<file path="src/gimd_pkg.sv">
// constants for the bus interface message decoder
package gimd_pkg;
  // command byte classes: bits 6:4 split addressed from universal codes,
  // the upper two of them pick the listen address group
  localparam logic [2:0] GIMD_GRP_ACG = 3'h0;
  localparam logic [2:0] GIMD_GRP_UCG = 3'h1;
  localparam logic [1:0] GIMD_GRP_LAG = 2'h1;
  // secondary byte 60..6F after PPC enables a parallel poll response
  localparam logic [2:0] GIMD_GRP_PPE = 3'h6;
  localparam int         GIMD_GRP_HI  = 6;
  localparam int         GIMD_GRP_LO  = 4;
  // top bit of the address field in a listen address byte
  localparam int         GIMD_FLD_HI  = 4;
  // addressed commands (00..0F)
  localparam logic [7:0] GIMD_CMD_GTL = 8'h01;
  localparam logic [7:0] GIMD_CMD_SDC = 8'h04;
  localparam logic [7:0] GIMD_CMD_PPC = 8'h05;
  localparam logic [7:0] GIMD_CMD_GET = 8'h08;
  localparam logic [7:0] GIMD_CMD_GTR = 8'h09;
  // universal commands (10..1F), then unlisten (3F)
  localparam logic [7:0] GIMD_CMD_LLO = 8'h11;
  localparam logic [7:0] GIMD_CMD_DCL = 8'h14;
  localparam logic [7:0] GIMD_CMD_PPU = 8'h15;
  localparam logic [7:0] GIMD_CMD_SPE = 8'h18;
  localparam logic [7:0] GIMD_CMD_SPD = 8'h19;
  localparam logic [7:0] GIMD_CMD_UNL = 8'h3F;
  // bus address limits and factory default
  localparam logic [4:0] GIMD_ADDR_MAX     = 5'h1E;
  localparam logic [4:0] GIMD_ADDR_DEFAULT = 5'h1C;
endpackage : gimd_pkg

</file>
<file path="src/gimd_addr_reg.sv">
// bus address holder with range check
`timescale 1ns/100ps
`default_nettype none
module gimd_addr_reg
  import gimd_pkg::*;
(
  input  wire logic       clk,
  input  wire logic       rst_n,
  input  wire logic       addrWrite,
  input  wire logic [4:0] addrValue,
  output logic      [4:0] busAddr,
  output logic            addrReject
);
  logic [4:0] next_busAddr;
  logic       next_addrReject;

  always_comb begin
    next_busAddr    = busAddr;
    next_addrReject = 1'b0;
    if (addrWrite) begin
      if (addrValue <= GIMD_ADDR_MAX) begin
        next_busAddr = addrValue;
      end else begin
        next_addrReject = 1'b1;
      end
    end
  end

  // only the power-on reset restores the factory value; a settings reset never reaches here
  always_ff @(posedge clk) begin
    if (!rst_n) begin
      busAddr    <= GIMD_ADDR_DEFAULT;
      addrReject <= 1'b0;
    end else begin
      busAddr    <= next_busAddr;
      addrReject <= next_addrReject;
    end
  end
endmodule : gimd_addr_reg
`default_nettype wire

</file>
<file path="src/gimd_decoder.sv">
// bus interface message decoder, device side
// Functional notes
// - bytes are commands only while attention low
// - codes 10..1F act without addressing
// - codes 00..0F act only when listening
// - device clear resets parser, keeps settings
// - interface clear line resets bus logic
// - lockout blocks local key until go-local
// - serial poll enable/disable set poll mode
// - PPC configures, PPU drops parallel poll
// - addressed trigger fires like external trigger
// - addressed remote/local commands switch control state
// - address accepted 0..30, others rejected
// - address survives settings reset
// - address writable locally or remotely
// - factory default address is 28
`timescale 1ns/100ps
`default_nettype none
module gimd_decoder
  import gimd_pkg::*;
(
  input  wire logic       clk,
  input  wire logic       rst_n,
  input  wire logic [7:0] busData,
  input  wire logic       busDataValid,
  input  wire logic       atn_n,
  input  wire logic       ifc_n,
  input  wire logic       localKey,
  input  wire logic       addrWrite,
  input  wire logic [4:0] addrValue,
  output logic      [7:0] devData,
  output logic            devDataValid,
  output logic            listenActive,
  output logic            remoteState,
  output logic            lockoutActive,
  output logic            serialPollMode,
  output logic            parPollConfigured,
  output logic            parserClear,
  output logic            triggerPulse,
  output logic      [4:0] busAddr,
  output logic            addrReject
);
  typedef enum logic [1:0] {
    GIMD_ST_IDLE  = 2'b00,
    GIMD_ST_PPCFG = 2'b01
  } gimd_state_e;

  gimd_state_e state;
  gimd_state_e next_state;
  logic [7:0]  next_devData;
  logic        next_devDataValid;
  logic        next_listenActive;
  logic        next_remoteState;
  logic        next_lockoutActive;
  logic        next_serialPollMode;
  logic        next_parPollConfigured;
  logic        next_parserClear;
  logic        next_triggerPulse;
  logic        cmdStrobe;
  logic [2:0]  cmdGroup;
  logic        dataStrobe;
  logic        univCmd;
  logic        addrCmd;
  logic        listenGrp;
  logic        hitDcl;
  logic        hitLlo;
  logic        hitSpe;
  logic        hitSpd;
  logic        hitPpu;
  logic        hitSdc;
  logic        hitGet;
  logic        hitGtr;
  logic        hitGtl;
  logic        hitPpc;
  logic        hitUnl;
  logic        hitMla;
  logic        hitPpe;
  logic        keyLocal;

  gimd_addr_reg u_addr (
    .clk        (clk),
    .rst_n      (rst_n),
    .addrWrite  (addrWrite),
    .addrValue  (addrValue),
    .busAddr    (busAddr),
    .addrReject (addrReject)
  );

  // bytes are ignored while the interface clear line is held low
  assign cmdStrobe  = busDataValid && !atn_n && ifc_n;
  assign dataStrobe = busDataValid && atn_n && ifc_n;
  assign cmdGroup   = busData[GIMD_GRP_HI:GIMD_GRP_LO];
  assign keyLocal   = localKey && !lockoutActive;

  // byte class under attention; addressed codes only count while listening
  always_comb begin
    univCmd   = 1'b0;
    addrCmd   = 1'b0;
    listenGrp = 1'b0;
    hitPpe    = 1'b0;
    if (cmdStrobe) begin
      univCmd   = (cmdGroup == GIMD_GRP_UCG);
      addrCmd   = (cmdGroup == GIMD_GRP_ACG) && listenActive;
      listenGrp = (cmdGroup[2:1] == GIMD_GRP_LAG);
      hitPpe    = (state == GIMD_ST_PPCFG) && (cmdGroup == GIMD_GRP_PPE);
    end
  end

  // one decode feeds every state group, so no two groups can read a byte differently
  always_comb begin
    hitDcl = 1'b0;
    hitLlo = 1'b0;
    hitSpe = 1'b0;
    hitSpd = 1'b0;
    hitPpu = 1'b0;
    hitSdc = 1'b0;
    hitGet = 1'b0;
    hitGtr = 1'b0;
    hitGtl = 1'b0;
    hitPpc = 1'b0;
    hitUnl = 1'b0;
    hitMla = 1'b0;
    if (univCmd) begin
      hitDcl = (busData == GIMD_CMD_DCL);
      hitLlo = (busData == GIMD_CMD_LLO);
      hitSpe = (busData == GIMD_CMD_SPE);
      hitSpd = (busData == GIMD_CMD_SPD);
      hitPpu = (busData == GIMD_CMD_PPU);
    end
    if (addrCmd) begin
      hitSdc = (busData == GIMD_CMD_SDC);
      hitGet = (busData == GIMD_CMD_GET);
      hitGtr = (busData == GIMD_CMD_GTR);
      hitGtl = (busData == GIMD_CMD_GTL);
      hitPpc = (busData == GIMD_CMD_PPC);
    end
    if (listenGrp) begin
      hitUnl = (busData == GIMD_CMD_UNL);
      // the unlisten code never matches an address: addresses stop at 30
      hitMla = (busData[GIMD_FLD_HI:0] == busAddr);
    end
  end

  // parser state: PPC opens a wait for one secondary byte
  always_comb begin
    next_state = state;
    case (state)
      GIMD_ST_IDLE: begin
        if (hitPpc) begin
          next_state = GIMD_ST_PPCFG;
        end
      end
      GIMD_ST_PPCFG: begin
        // any other command byte ends the wait, device clear included
        if (cmdStrobe && !hitPpc) begin
          next_state = GIMD_ST_IDLE;
        end
      end
      default: begin
        next_state = GIMD_ST_IDLE;
      end
    endcase
    // interface clear outranks everything on the bus in the same cycle
    if (!ifc_n) begin
      next_state = GIMD_ST_IDLE;
    end
  end

  always_ff @(posedge clk) begin
    if (!rst_n) begin
      state <= GIMD_ST_IDLE;
    end else begin
      state <= next_state;
    end
  end

  // listener: own listen address sets it, unlisten or interface clear drops it
  // a listen address for another device leaves this one listening
  always_comb begin
    next_listenActive = listenActive;
    if (!ifc_n) begin
      next_listenActive = 1'b0;
    end else if (hitUnl) begin
      next_listenActive = 1'b0;
    end else if (hitMla) begin
      next_listenActive = 1'b1;
    end
  end

  always_ff @(posedge clk) begin
    if (!rst_n) begin
      listenActive <= 1'b0;
    end else begin
      listenActive <= next_listenActive;
    end
  end

  // remote and lockout: interface clear leaves both alone
  always_comb begin
    next_remoteState   = remoteState;
    next_lockoutActive = lockoutActive;
    if (hitLlo) begin
      next_lockoutActive = 1'b1;
    end
    if (hitGtr) begin
      next_remoteState = 1'b1;
    end
    if (hitGtl) begin
      next_remoteState   = 1'b0;
      next_lockoutActive = 1'b0;
    end
    // the key, unless locked out, wins over a remote command in the same cycle: the operator has the last word
    if (keyLocal) begin
      next_remoteState = 1'b0;
    end
  end

  always_ff @(posedge clk) begin
    if (!rst_n) begin
      remoteState   <= 1'b0;
      lockoutActive <= 1'b0;
    end else begin
      remoteState   <= next_remoteState;
      lockoutActive <= next_lockoutActive;
    end
  end

  // poll states; only the serial one is part of the interface reset
  always_comb begin
    next_serialPollMode    = serialPollMode;
    next_parPollConfigured = parPollConfigured;
    if (!ifc_n) begin
      next_serialPollMode = 1'b0;
    end
    if (hitSpe) begin
      next_serialPollMode = 1'b1;
    end
    if (hitSpd) begin
      next_serialPollMode = 1'b0;
    end
    if (hitPpe) begin
      next_parPollConfigured = 1'b1;
    end
    if (hitPpu) begin
      next_parPollConfigured = 1'b0;
    end
  end

  always_ff @(posedge clk) begin
    if (!rst_n) begin
      serialPollMode    <= 1'b0;
      parPollConfigured <= 1'b0;
    end else begin
      serialPollMode    <= next_serialPollMode;
      parPollConfigured <= next_parPollConfigured;
    end
  end

  // one-cycle pulses towards the command parser and the trigger system
  always_comb begin
    next_parserClear  = 1'b0;
    next_triggerPulse = 1'b0;
    if (hitDcl || hitSdc) begin
      // settings are not touched; only the parser hears the clear
      next_parserClear = 1'b1;
    end
    if (hitGet) begin
      next_triggerPulse = 1'b1;
    end
  end

  always_ff @(posedge clk) begin
    if (!rst_n) begin
      parserClear  <= 1'b0;
      triggerPulse <= 1'b0;
    end else begin
      parserClear  <= next_parserClear;
      triggerPulse <= next_triggerPulse;
    end
  end

  // device data: the byte is kept, the strobe only reaches the user while listening
  // all eight lines pass through, so eight-bit data survives
  always_comb begin
    next_devData      = devData;
    next_devDataValid = 1'b0;
    if (dataStrobe) begin
      next_devData      = busData;
      next_devDataValid = listenActive;
    end
  end

  always_ff @(posedge clk) begin
    if (!rst_n) begin
      devData      <= 8'h00;
      devDataValid <= 1'b0;
    end else begin
      devData      <= next_devData;
      devDataValid <= next_devDataValid;
    end
  end
endmodule : gimd_decoder
`default_nettype wire

</file>
<file path="config.mk">
export PLATFORM = sky130hd
export DESIGN_NAME = gimd_decoder
export DESIGN_NICKNAME = d
export VERILOG_FILES = /design/src/gimd_pkg.sv /design/src/gimd_addr_reg.sv /design/src/gimd_decoder.sv
export SDC_FILE = /design/constraint.sdc
export NUM_CORES = 1
export LEC_CHECK = 0
export BUFFER_PORTS_ARGS = -buffer_cell sky130_fd_sc_hd__buf_2
export CORE_UTILIZATION = 34
export DETAILED_ROUTE_END_ITERATION = 12
export PLACE_DENSITY = 0.72
export SLEW_MARGIN = 20
export SYNTH_ARGS = -nofsm -noshare
export SYNTH_HDL_FRONTEND = slang
export SYNTH_SLANG_ARGS = --single-unit
</file>
<file path="constraint.sdc">
create_clock -name clk -period 4.11 [get_ports clk]
set_input_delay 1.0275 -clock clk [delete_from_list [all_inputs] [get_ports clk]]
set_output_delay 1.0275 -clock clk [all_outputs]
set_load 0.01 [all_outputs]
</file>
==> results.py, run 1 <==
metrics = {
    "placed_design": {
        "place_hpwl_um": 1940,
        "portBuffers": 41,
        "place_congestion": 0.848,
    },
    "cts": {
        "cts_resized": 0,
        "htree_levels": 1,
        "clockBufferDepth": 2,
        "cts_sinks": 23,
        "insertion_delay_ns": 0.31,
        "root_buffer": "clkbuf_4",
        "hold_buffers": 0,
        "path_clk_slew_ns": 0.12,
        "cts_tree": "yes",
        "cts_buffers": 3,
        "post_cts_buffers": 0,
    },
    "min_path": {
        "min_path_type": "flop to flop",
        "holdPathStages": 2,
        "holdPathEnd": "devData[7]",
        "hold_start": "devData[7]",
    },
    "cells_and_area": {
        "reg_top3": "devData (8), u_addr.busAddr (5)",
        "regArea_um2": 460,
        "layout_commonest_cell": "buf_2",
        "largest_register": "devData",
        "utilization_pct": 45.5,
        "multiInputGateArea_um2": 531,
        "antenna_cells": 0,
        "area_delta_synth_final_pct": 23.5,
        "n_fill_cell": 287,
        "drive_gt1_share_pct": 29.6,
        "largest_reg_flops": 8,
        "final_nets": 183,
        "layout_common_cells": "buf_2 (41), nand2_1 (25), dfxtp_1 (23)",
    },
    "critical_path": {
        "startpoint": "atn_n",
        "rr_worst_depth": 3,
        "rr_endpoint": "remoteState",
        "path_class": "primary input to flop",
        "arrival_ns": 2.14,
        "crit_path_start_kind": "primary input",
        "cp.required_ns": 4.30,
        "reg2reg_from": "listenActive",
        "cp_max_fo": 5,
        "r2r_setup_slack_ns": 2.82,
        "end_kind": "flop",
    },
    "floorplan": {
        "die-area_mm2": 0.00329,
        "fp.dieW_um": 57.4,
        "top_level_ports": 42,
        "start_util_pct": 36.8,
        "rows": 19,
        "core_area_mm2": 0.00283,
        "die_height_um": 57.4,
    },
    "synthesis": {
        "syn-num-nets": 143,
        "syn_inst": 123,
        "seq_area_frac_synth_pct": 44.2,
        "synth_area_leaders": "dfxtp_1 (44%), nand2_1 (9.0%), a21boi_0 (5.8%)",
        "yosysWarningCount": 0,
        "yosysTopAreaCell": "dfxtp_1",
        "synth_top_area_share_pct": 44.2,
        "netlist_area_mm2": 0.00104,
        "synth-seq-cells": 23,
        "avgSynthCellArea_um2": 8.47,
        "synth_cell_types": 35,
    },
    "timing": {
        "period_needed_ns": 1.95,
        "skew_ns": 0.00632,
        "fmax_ghz": 0.513,
        "slew_headroom_pct": 73.0,
        "period_share_pct": 47.4,
        "drv_slew": 0,
        "rsz0062_at_grt": "false",
        "finalHoldViolCount": 0,
        "tightest_slew_ns": 0.399,
        "fin_tns_setup_ns": 0,
        "finalSetupViolCount": 0,
    },
    "grt": {
        "track_usage_pct": 16.2,
        "grt_remaining_overflow": 0,
        "grt_pass1_vias": 950,
        "grt_max_degree": 21,
        "grt_pass1_wl_um": 4120,
        "grt_antenna_before_repair": 0,
    },
    "routing": {
        "vias": 995,
        "routed_wl_um": 2440,
        "ant_nets": 0,
        "drtPass1Iterations": 8,
        "drt_iter0_markers": 37,
        "viasPerCell": 5.16,
        "drc": 6,
        "wl_per_cell_um": 12.6,
    },
    "power": {
        "power_density_mw_per_mm2": 300,
        "leakagePower_nw": 0.570,
        "ir_drop_v": 0.000141,
    },
    "run_status": {
        "violations": "DRC",
        "status": "finished with violations",
    },
    "job": {
        "maxCapViolCount": 0,
    },
}
-- Yosys cell counts --
cell and n:
nand2_1 25, xor2_1 3, a21oi_1 7, and2b_1 2
nor3_4 1, o21ai_0 3, a2111oi_0 1, or4_1 1
o22a_1 1, a21boi_1 1, nand4_1 1, a211oi_1 1
xnor2_1 2, nand3_1 5, or3_1 1, clkbuf_1 4
a21boi_0 8, a2111oi_1 1, dfxtp_1 23, nor2b_1 2
nand4b_1 1, inv_1 7, o221a_2 1, nand3b_1 1
o22ai_1 2, nand2b_4 1, nand4b_2 1, and3_1 4
o41ai_1 1, nor4_1 2, o211ai_1 1, buf_2 2
nor2_1 4, nor3_1 1, a41oi_1 1
-- worst max path at each step --
stage	end	slack [ns]
after floorplan	remoteState	2.09
after global placement	remoteState	1.90
after detailed placement	remoteState	1.83
after CTS	remoteState	2.15
after global routing	lockoutActive	2.09
final	remoteState	2.16
-- power breakdown --
group / switching [W] / total [W] / leakage (nW) / internal (W)
registers: 0.00000417 / 0.000233 / 0.187 / 0.000229
clock network: 0.0000623 / 0.000100 / 0.0150 / 0.0000379
logic: 0.0000314 / 0.0000536 / 0.369 / 0.0000222
-- through the flow --
stage          area [um^2]  std cells  hold WS [ns]  setup slack [ns]  power [W]
2_1_floorplan         1040        123         0.481              2.09   0.000267
3_3_place_gp          1260        189         0.448              1.90   0.000290
3_5_place_dp          1260        189         0.465              1.83   0.000291
4_1_cts               1290        193         0.482              2.15   0.000390
5_1_grt               1290        193         0.507              2.09   0.000407
6_report              1290        193         0.474              2.16   0.000387
-- cells by family after synthesis --
family	share of synthesized area, %
simple gates	27.4
compound gates	19.3
flops	44.2
buf+inv	4.92
xor+xnor	4.20
-- critical path, stage by stage --
cell and delay, ns:
buf_2 0.11, and2b_1 0.27, nand4b_2 0.17, nand2b_4 0.18, a2111oi_1 0.39
-- cell type report --
cell class / instances / share of cell area [%]
inverters: 7 / 2.04
flip-flops and latches: 23 / 35.8
clock buffers: 4 / 2.04
repair buffers: 41 / 15.9
multi-input cells: 87 / 41.2
well taps: 31 / 3.01
-- layer usage --
layer	vias to the layer above	GRT usage [%]	wire [um]
li1	508	-	-
met1	452	18.8	1090
met2	31	28.2	1200
met3	4	3.63	115
met4	0	6.97	31
met5	-	0	0
No activity file was read; power rests on OpenSTA's default activity.
==> run 2: changes to the inputs <==
--- a/config.mk
+++ b/config.mk
@@ -5,10 +5,11 @@
 export SDC_FILE = /design/constraint.sdc
 export NUM_CORES = 1
 export LEC_CHECK = 0
+export ABC_AREA = 1
 export BUFFER_PORTS_ARGS = -buffer_cell sky130_fd_sc_hd__buf_2
 export CORE_UTILIZATION = 34
 export DETAILED_ROUTE_END_ITERATION = 12
-export PLACE_DENSITY = 0.72
+export PLACE_DENSITY = 0.73
 export SLEW_MARGIN = 20
 export SYNTH_ARGS = -nofsm -noshare
 export SYNTH_HDL_FRONTEND = slang
==> constraint.sdc (replaced) <==
create_clock -name clk -period 1.59 [get_ports clk]
set_input_delay 0.3975 -clock clk [delete_from_list [all_inputs] [get_ports clk]]
set_output_delay 0.3975 -clock clk [all_outputs]
set_load 0.01 [all_outputs]
==> run 2 against run 1 <==
  * The run now ends clean
  * Routed wire length rose by 4.7%
  * Via count up 16%
  * First-iteration DRC count up 2.7%
  * Hold slack got worse by 0.14 ns
  * Clock power grew to 2.8 times the previous value
  * Flip-flop and latch count unchanged
  * Highest routed layer unchanged
==> results.py, run 2 <==
metrics = {
    "critical_path": {
        "startpoint": "u_addr.busAddr[2]",
        "crit_path_start_kind": "flop",
        "path_class": "flop to primary output",
        "arrival_ns": 0.85,
        "max_stage_delay_ns": 0.40,
        "end_kind": "primary output",
        "reg2reg_from": "listenActive",
        "critPathBufInv": 1,
        "critPathSlowestCell": "dfxtp_1",
        "cp_max_fo": 4,
        "cp.required_ns": 1.19,
        "crit_path_cell_trace": "buf_2",
        "crit_family": "flip-flops",
    },
    "timing": {
        "rsz0062_at_grt": "false",
        "drv_slew": 0,
        "finalSetupViolCount": 0,
        "tightest_slew_ns": 0.281,
        "period_needed_ns": 1.25,
        "finalHoldViolCount": 0,
        "fin_hold_ws_ns": 0.338,
        "skew_ns": 0.00142,
        "slew_headroom_pct": 81.3,
        "period_share_pct": 78.7,
        "fin_tns_setup_ns": 0,
        "fmax_ghz": 0.799,
    },
    "synthesis": {
        "ys.flop_type": "dfxtp_1",
        "synth_common_cells": "nand2_1 (37), inv_1 (25), dfxtp_1 (23), nor2_1 (21)",
        "syn-num-nets": 187,
        "yosysTopAreaCell": "dfxtp_1",
        "syn_inst": 167,
        "yosysWarningCount": 0,
        "synth-async-reset-ratio_pct": 0,
        "netlist_area_mm2": 0.00112,
        "synth-seq-cells": 23,
        "synth_cell_types": 21,
        "synth_edf_count": 0,
        "synth_area_leaders": "dfxtp_1 (41%), nand2_1 (12%), inv_1 (8.4%)",
        "seq_area_frac_synth_pct": 41.2,
        "synth_top_area_share_pct": 41.2,
        "synth.most_common_cell": "nand2_1",
        "avgSynthCellArea_um2": 6.70,
    },
    "grt": {
        "grt_antenna_before_repair": 0,
        "track_usage_pct": 15.3,
        "grt_pass1_vias": 985,
        "grt_remaining_overflow": 0,
        "grt_max_degree": 18,
        "grt_pass1_wl_um": 4080,
    },
    "floorplan": {
        "die-area_mm2": 0.00352,
        "die_height_um": 59.4,
        "core_area_mm2": 0.00308,
        "start_util_pct": 36.3,
        "fp.dieW_um": 59.4,
        "rows": 20,
        "top_level_ports": 42,
    },
    "job": {
        "maxCapViolCount": 0,
    },
    "cts": {
        "cts_buffers": 3,
        "cts_resized": 0,
        "cts_tree": "yes",
        "insertion_delay_ns": 0.31,
        "clockBufferDepth": 2,
        "cts_sinks": 23,
        "path_clk_slew_ns": 0.13,
        "hold_buffers": 0,
        "post_cts_buffers": 0,
        "root_buffer": "clkbuf_4",
        "htree_levels": 1,
    },
    "power": {
        "p_clk_share_pct": 26.2,
        "power_frac_comb_pct": 16.1,
        "p_seq_share_pct": 57.7,
        "swShare_pct": 28.4,
        "intPower_w": 0.000754,
        "power_density_mw_per_mm2": 753,
        "ir_drop_v": 0.000332,
        "p_sw_w": 0.000299,
        "power_w": 0.00105,
        "leakagePower_nw": 0.691,
    },
    "cells_and_area": {
        "drive_gt1_share_pct": 26.7,
        "area_delta_synth_final_pct": 25.2,
        "antenna_cells": 0,
        "n_fill_cell": 356,
        "reg_top3": "devData (8), u_addr.busAddr (5)",
        "utilization_pct": 45.5,
        "layout_commonest_cell": "buf_2",
        "layout_common_cells": "buf_2 (41), nand2_1 (37), inv_1 (25)",
        "regArea_um2": 460,
        "final_nets": 231,
        "largest_reg_flops": 8,
        "largest_register": "devData",
        "multiInputGateArea_um2": 547,
    },
    "routing": {
        "routed_wl_um": 2550,
        "wl_per_cell_um": 10.0,
        "viasPerCell": 4.55,
        "ant_nets": 0,
        "drtPass1Iterations": 4,
        "vias": 1156,
        "drc": 0,
        "drt_iter0_markers": 38,
    },
    "min_path": {
        "hold_start": "addrValue[2]",
        "min_path_type": "primary input to flop",
    },
    "placed_design": {
        "place_hpwl_um": 2040,
        "portBuffers": 41,
        "place_congestion": 0.916,
    },
    "run_status": {
        "status": "finished clean",
    },
}
==> run 2: changes by cell type after synthesis, sizes merged, moves of 7 or more <==
cell	before	now
nand2	25	38
a21oi	7	14
o21ai	3	12
inv	7	26
a21boi	9	0
nor2	4	26
nand3	5	15
==> run 2: power by group through the flow <==
| stage | Clock [W] | Sequential, W | Combinational (W) |
|---|---|---|---|
| 2_1_floorplan | 0 | 0.000631 | 0.0000810 |
| 3_3_place_gp | 0 | 0.000621 | 0.000169 |
| 3_5_place_dp | 0 | 0.000621 | 0.000170 |
| 4_1_cts | 0.000288 | 0.000608 | 0.000170 |
| 5_1_grt | 0.000315 | 0.000611 | 0.000192 |
| 6_report | 0.000276 | 0.000608 | 0.000170 |
==> run 2: logic make-up after synthesis <==
kind of cell | count (synthesis) | synth area share, %
AOI/OAI and AO/OA | 26 | 11.6
buffers and inverters | 29 | 9.95
DFF | 23 | 41.2
and+or+nand+nor | 89 | 37.2
==> run 2: worst min-delay path: stages <==
cell and delay (ns):
buf_2 0.09, nand3_1 0.07, nand3_1 0.07
==> run 2: worst paths after layout <==
check                      end  slack, ns  cells past startpoint
max                 busAddr[2]       0.34                      1
min          u_addr.busAddr[2]       0.34                      3
max reg2reg        remoteState       0.50                      7
min reg2reg         devData[3]       0.45                      2
==> run 2: routing by layer <==
layer / share of wire, % / track usage (%)
met5: 0 / 0
met4: 1.3 / 5.44
met3: 5.1 / 2.84
met2: 43 / 24.1
met1: 51 / 20.7
==> run 2: metrics by stage <==
step                std cells  area [um^2]  worst slack, ns
finish                    254         1400            0.339
global route              254         1400            0.287
CTS                       254         1400            0.326
detailed placement        250         1370            0.267
global placement          250         1370            0.258
floorplan                 167         1120            0.577
==> run 2: cell type report <==
class | instances | share of cell area (%)
Inverter | 26 | 6.97
Multi-Input combinational cell | 115 | 39.1
Clock buffer | 3 | 1.61
Clock inverter | 1 | 0.357
Tap cell | 44 | 3.93
Timing Repair Buffer | 42 | 15.2
Sequential cell | 23 | 32.9
==> run 3: changes to the inputs <==
==> constraint.sdc (replaced) <==
create_clock -name clk -period 1.1 [get_ports clk]
set_input_delay 0.275 -clock clk [delete_from_list [all_inputs] [get_ports clk]]
set_output_delay 0.275 -clock clk [all_outputs]
set_load 0.01 [all_outputs]
==> run 3 against run 2 <==
  * The flow now finishes with violations (setup timing)
  * Hold slack lost 0.14 ns
  * Count of clock-buffer cells in the layout unchanged
  * Clock skew is 0.013 ns higher
  * Critical path type unchanged
==> results.py, run 3 (synthesis gave the netlist of run 2 again) <==
metrics = {
    "timing": {
        "period_needed_ns": 1.10,
        "rsz0062_at_grt": "true",
        "finalHoldViolCount": 0,
        "fmax_ghz": 0.908,
        "drv_slew": 0,
        "slew_headroom_pct": 82.4,
        "period_share_pct": 100,
        "finalSetupViolCount": 1,
        "fin_hold_ws_ns": 0.196,
        "skew_ns": 0.0143,
        "tightest_slew_ns": 0.264,
        "fin_ws_ns": -0.00131,
    },
    "cells_and_area": {
        "n_fill_cell": 329,
        "largest_reg_flops": 8,
        "area_delta_synth_final_pct": 41.1,
        "antenna_cells": 0,
        "fin_area_mm2": 0.00158,
        "final_nets": 240,
        "drive_gt1_share_pct": 38.8,
        "reg_top3": "devData (8), u_addr.busAddr (5)",
        "layout_common_cells": "nand2_1 (37), buf_2 (29), inv_1 (24)",
        "final_cell_count_no_fill": 263,
        "layout_commonest_cell": "nand2_1",
        "largest_register": "devData",
    },
    "grt": {
        "track_usage_pct": 16.3,
        "grt_pass1_vias": 1036,
        "grt_antenna_before_repair": 0,
        "grt_max_degree": 17,
        "grt_remaining_overflow": 0,
        "grt_pass1_wl_um": 4270,
    },
    "routing": {
        "drt_iter0_markers": 51,
        "drc": 0,
        "ant_nets": 0,
        "wl_per_cell_um": 10.2,
        "vias": 1202,
        "viasPerCell": 4.57,
        "drtPass1Iterations": 4,
        "routed_wl_um": 2670,
    },
    "critical_path": {
        "critPathBufInv": 1,
        "critPathSlowestCell": "dfxtp_4",
        "crit_path_cell_trace": "buf_6",
        "cp_max_fo": 4,
        "max_stage_delay_ns": 0.38,
        "path_class": "flop to primary output",
        "crit_path_start_kind": "flop",
        "cp.required_ns": 0.82,
        "end_kind": "primary output",
        "crit_family": "flip-flops",
        "r2r_setup_slack_ns": 0.05,
        "arrival_ns": 0.83,
    },
    "run_status": {
        "status": "finished with violations",
        "violations": "setup timing",
    },
    "placed_design": {
        "dp_cells": 258,
        "place_hpwl_um": 2080,
        "portBuffers": 41,
        "place_congestion": 0.954,
        "post_dp_cell_area_mm2": 0.00143,
    },
    "floorplan": {
        "start_util_pct": 36.3,
        "core_area_mm2": 0.00308,
        "fp.dieW_um": 59.4,
        "die-area_mm2": 0.00352,
        "top_level_ports": 42,
        "die_height_um": 59.4,
        "rows": 20,
    },
    "power": {
        "ir_drop_v": 0.000373,
        "swShare_pct": 28.1,
        "power_frac_comb_pct": 18.5,
        "power_w": 0.00158,
        "leakagePower_nw": 0.755,
        "p_clk_share_pct": 25.4,
        "p_sw_w": 0.000443,
        "intPower_w": 0.00114,
        "power_density_mw_per_mm2": 1000,
        "p_seq_share_pct": 56.1,
    },
    "cts": {
        "insertion_delay_ns": 0.32,
        "hold_buffers": 0,
        "clockBufferDepth": 2,
        "path_clk_slew_ns": 0.14,
        "htree_levels": 1,
        "cts_tree": "yes",
        "cts_buffers": 3,
        "cts_sinks": 23,
        "root_buffer": "clkbuf_4",
    },
    "min_path": {
        "min_path_type": "primary input to flop",
    },
    "job": {
        "maxCapViolCount": 0,
    },
}
run 3: cell types whose count changed in the layout (fill, tap and decap cells not counted), sizes merged:
cell | previous run | this run
buf | 42 | 51
run 3: stage by stage:
step,TNS [ns],utilization (%),setup WS [ns]
after floorplan,0,-,0.103
after global placement,-0.0399,46.5,-0.0185
after detailed placement,-0.0874,46.5,-0.0339
after CTS,-0.000185,48.1,-0.000185
after global routing,-0.136,51.3,-0.0384
final,-0.00131,51.3,-0.00131
run 3: worst paths after layout:
kind / cells past startpoint / start / to
max: 1 / u_addr.busAddr[4] / busAddr[4]
min: 3 / addrValue[4] / u_addr.busAddr[4]
max reg2reg: 7 / listenActive / remoteState
min reg2reg: 2 / devData[6] / devData[6]
run 3: power groups by stage:
stage / clock network, W / logic [W] / registers (W)
after floorplan: 0 / 0.000117 / 0.000912
after global placement: 0 / 0.000261 / 0.000898
after detailed placement: 0 / 0.000264 / 0.000899
after CTS: 0.000412 / 0.000274 / 0.000882
after global routing: 0.000449 / 0.000329 / 0.000891
final: 0.000401 / 0.000293 / 0.000886
run 3: layout make-up:
class	instances	area, um^2	share of cell area, %
clock buffer	3	22.5	1.43
clock inverter	1	5.00	0.317
inverter	26	97.6	6.19
multi-input combinational	115	554	35.1
sequential	23	488	30.9
tap	44	55.1	3.49
timing repair buffer	51	355	22.5
run 3: repair_timing:
item / 4_1_cts / 5_1_grt
buffers inserted: 1 / 0
pin swaps: 0 / 2
setup endpoints to repair: 6 / 23
gates resized for setup: 7 / 28
run 3: worst register-to-register path, stage by stage (launching register included):
cell,delay (ns)
dfxtp_2,0.36
inv_2,0.06
nor2_4,0.11
nand2_1,0.06
nor2_2,0.15
nand2_1,0.09
nand3_1,0.07
nor2_1,0.04
run 3: per-layer routing:
| metal | global-route usage (%) | part of all wire [%] |
|---|---|---|
| met1 | 21.2 | 46 |
| met2 | 24.7 | 45 |
| met3 | 4.37 | 7.7 |
| met4 | 8.50 | 1.6 |
| met5 | 0 | 0 |
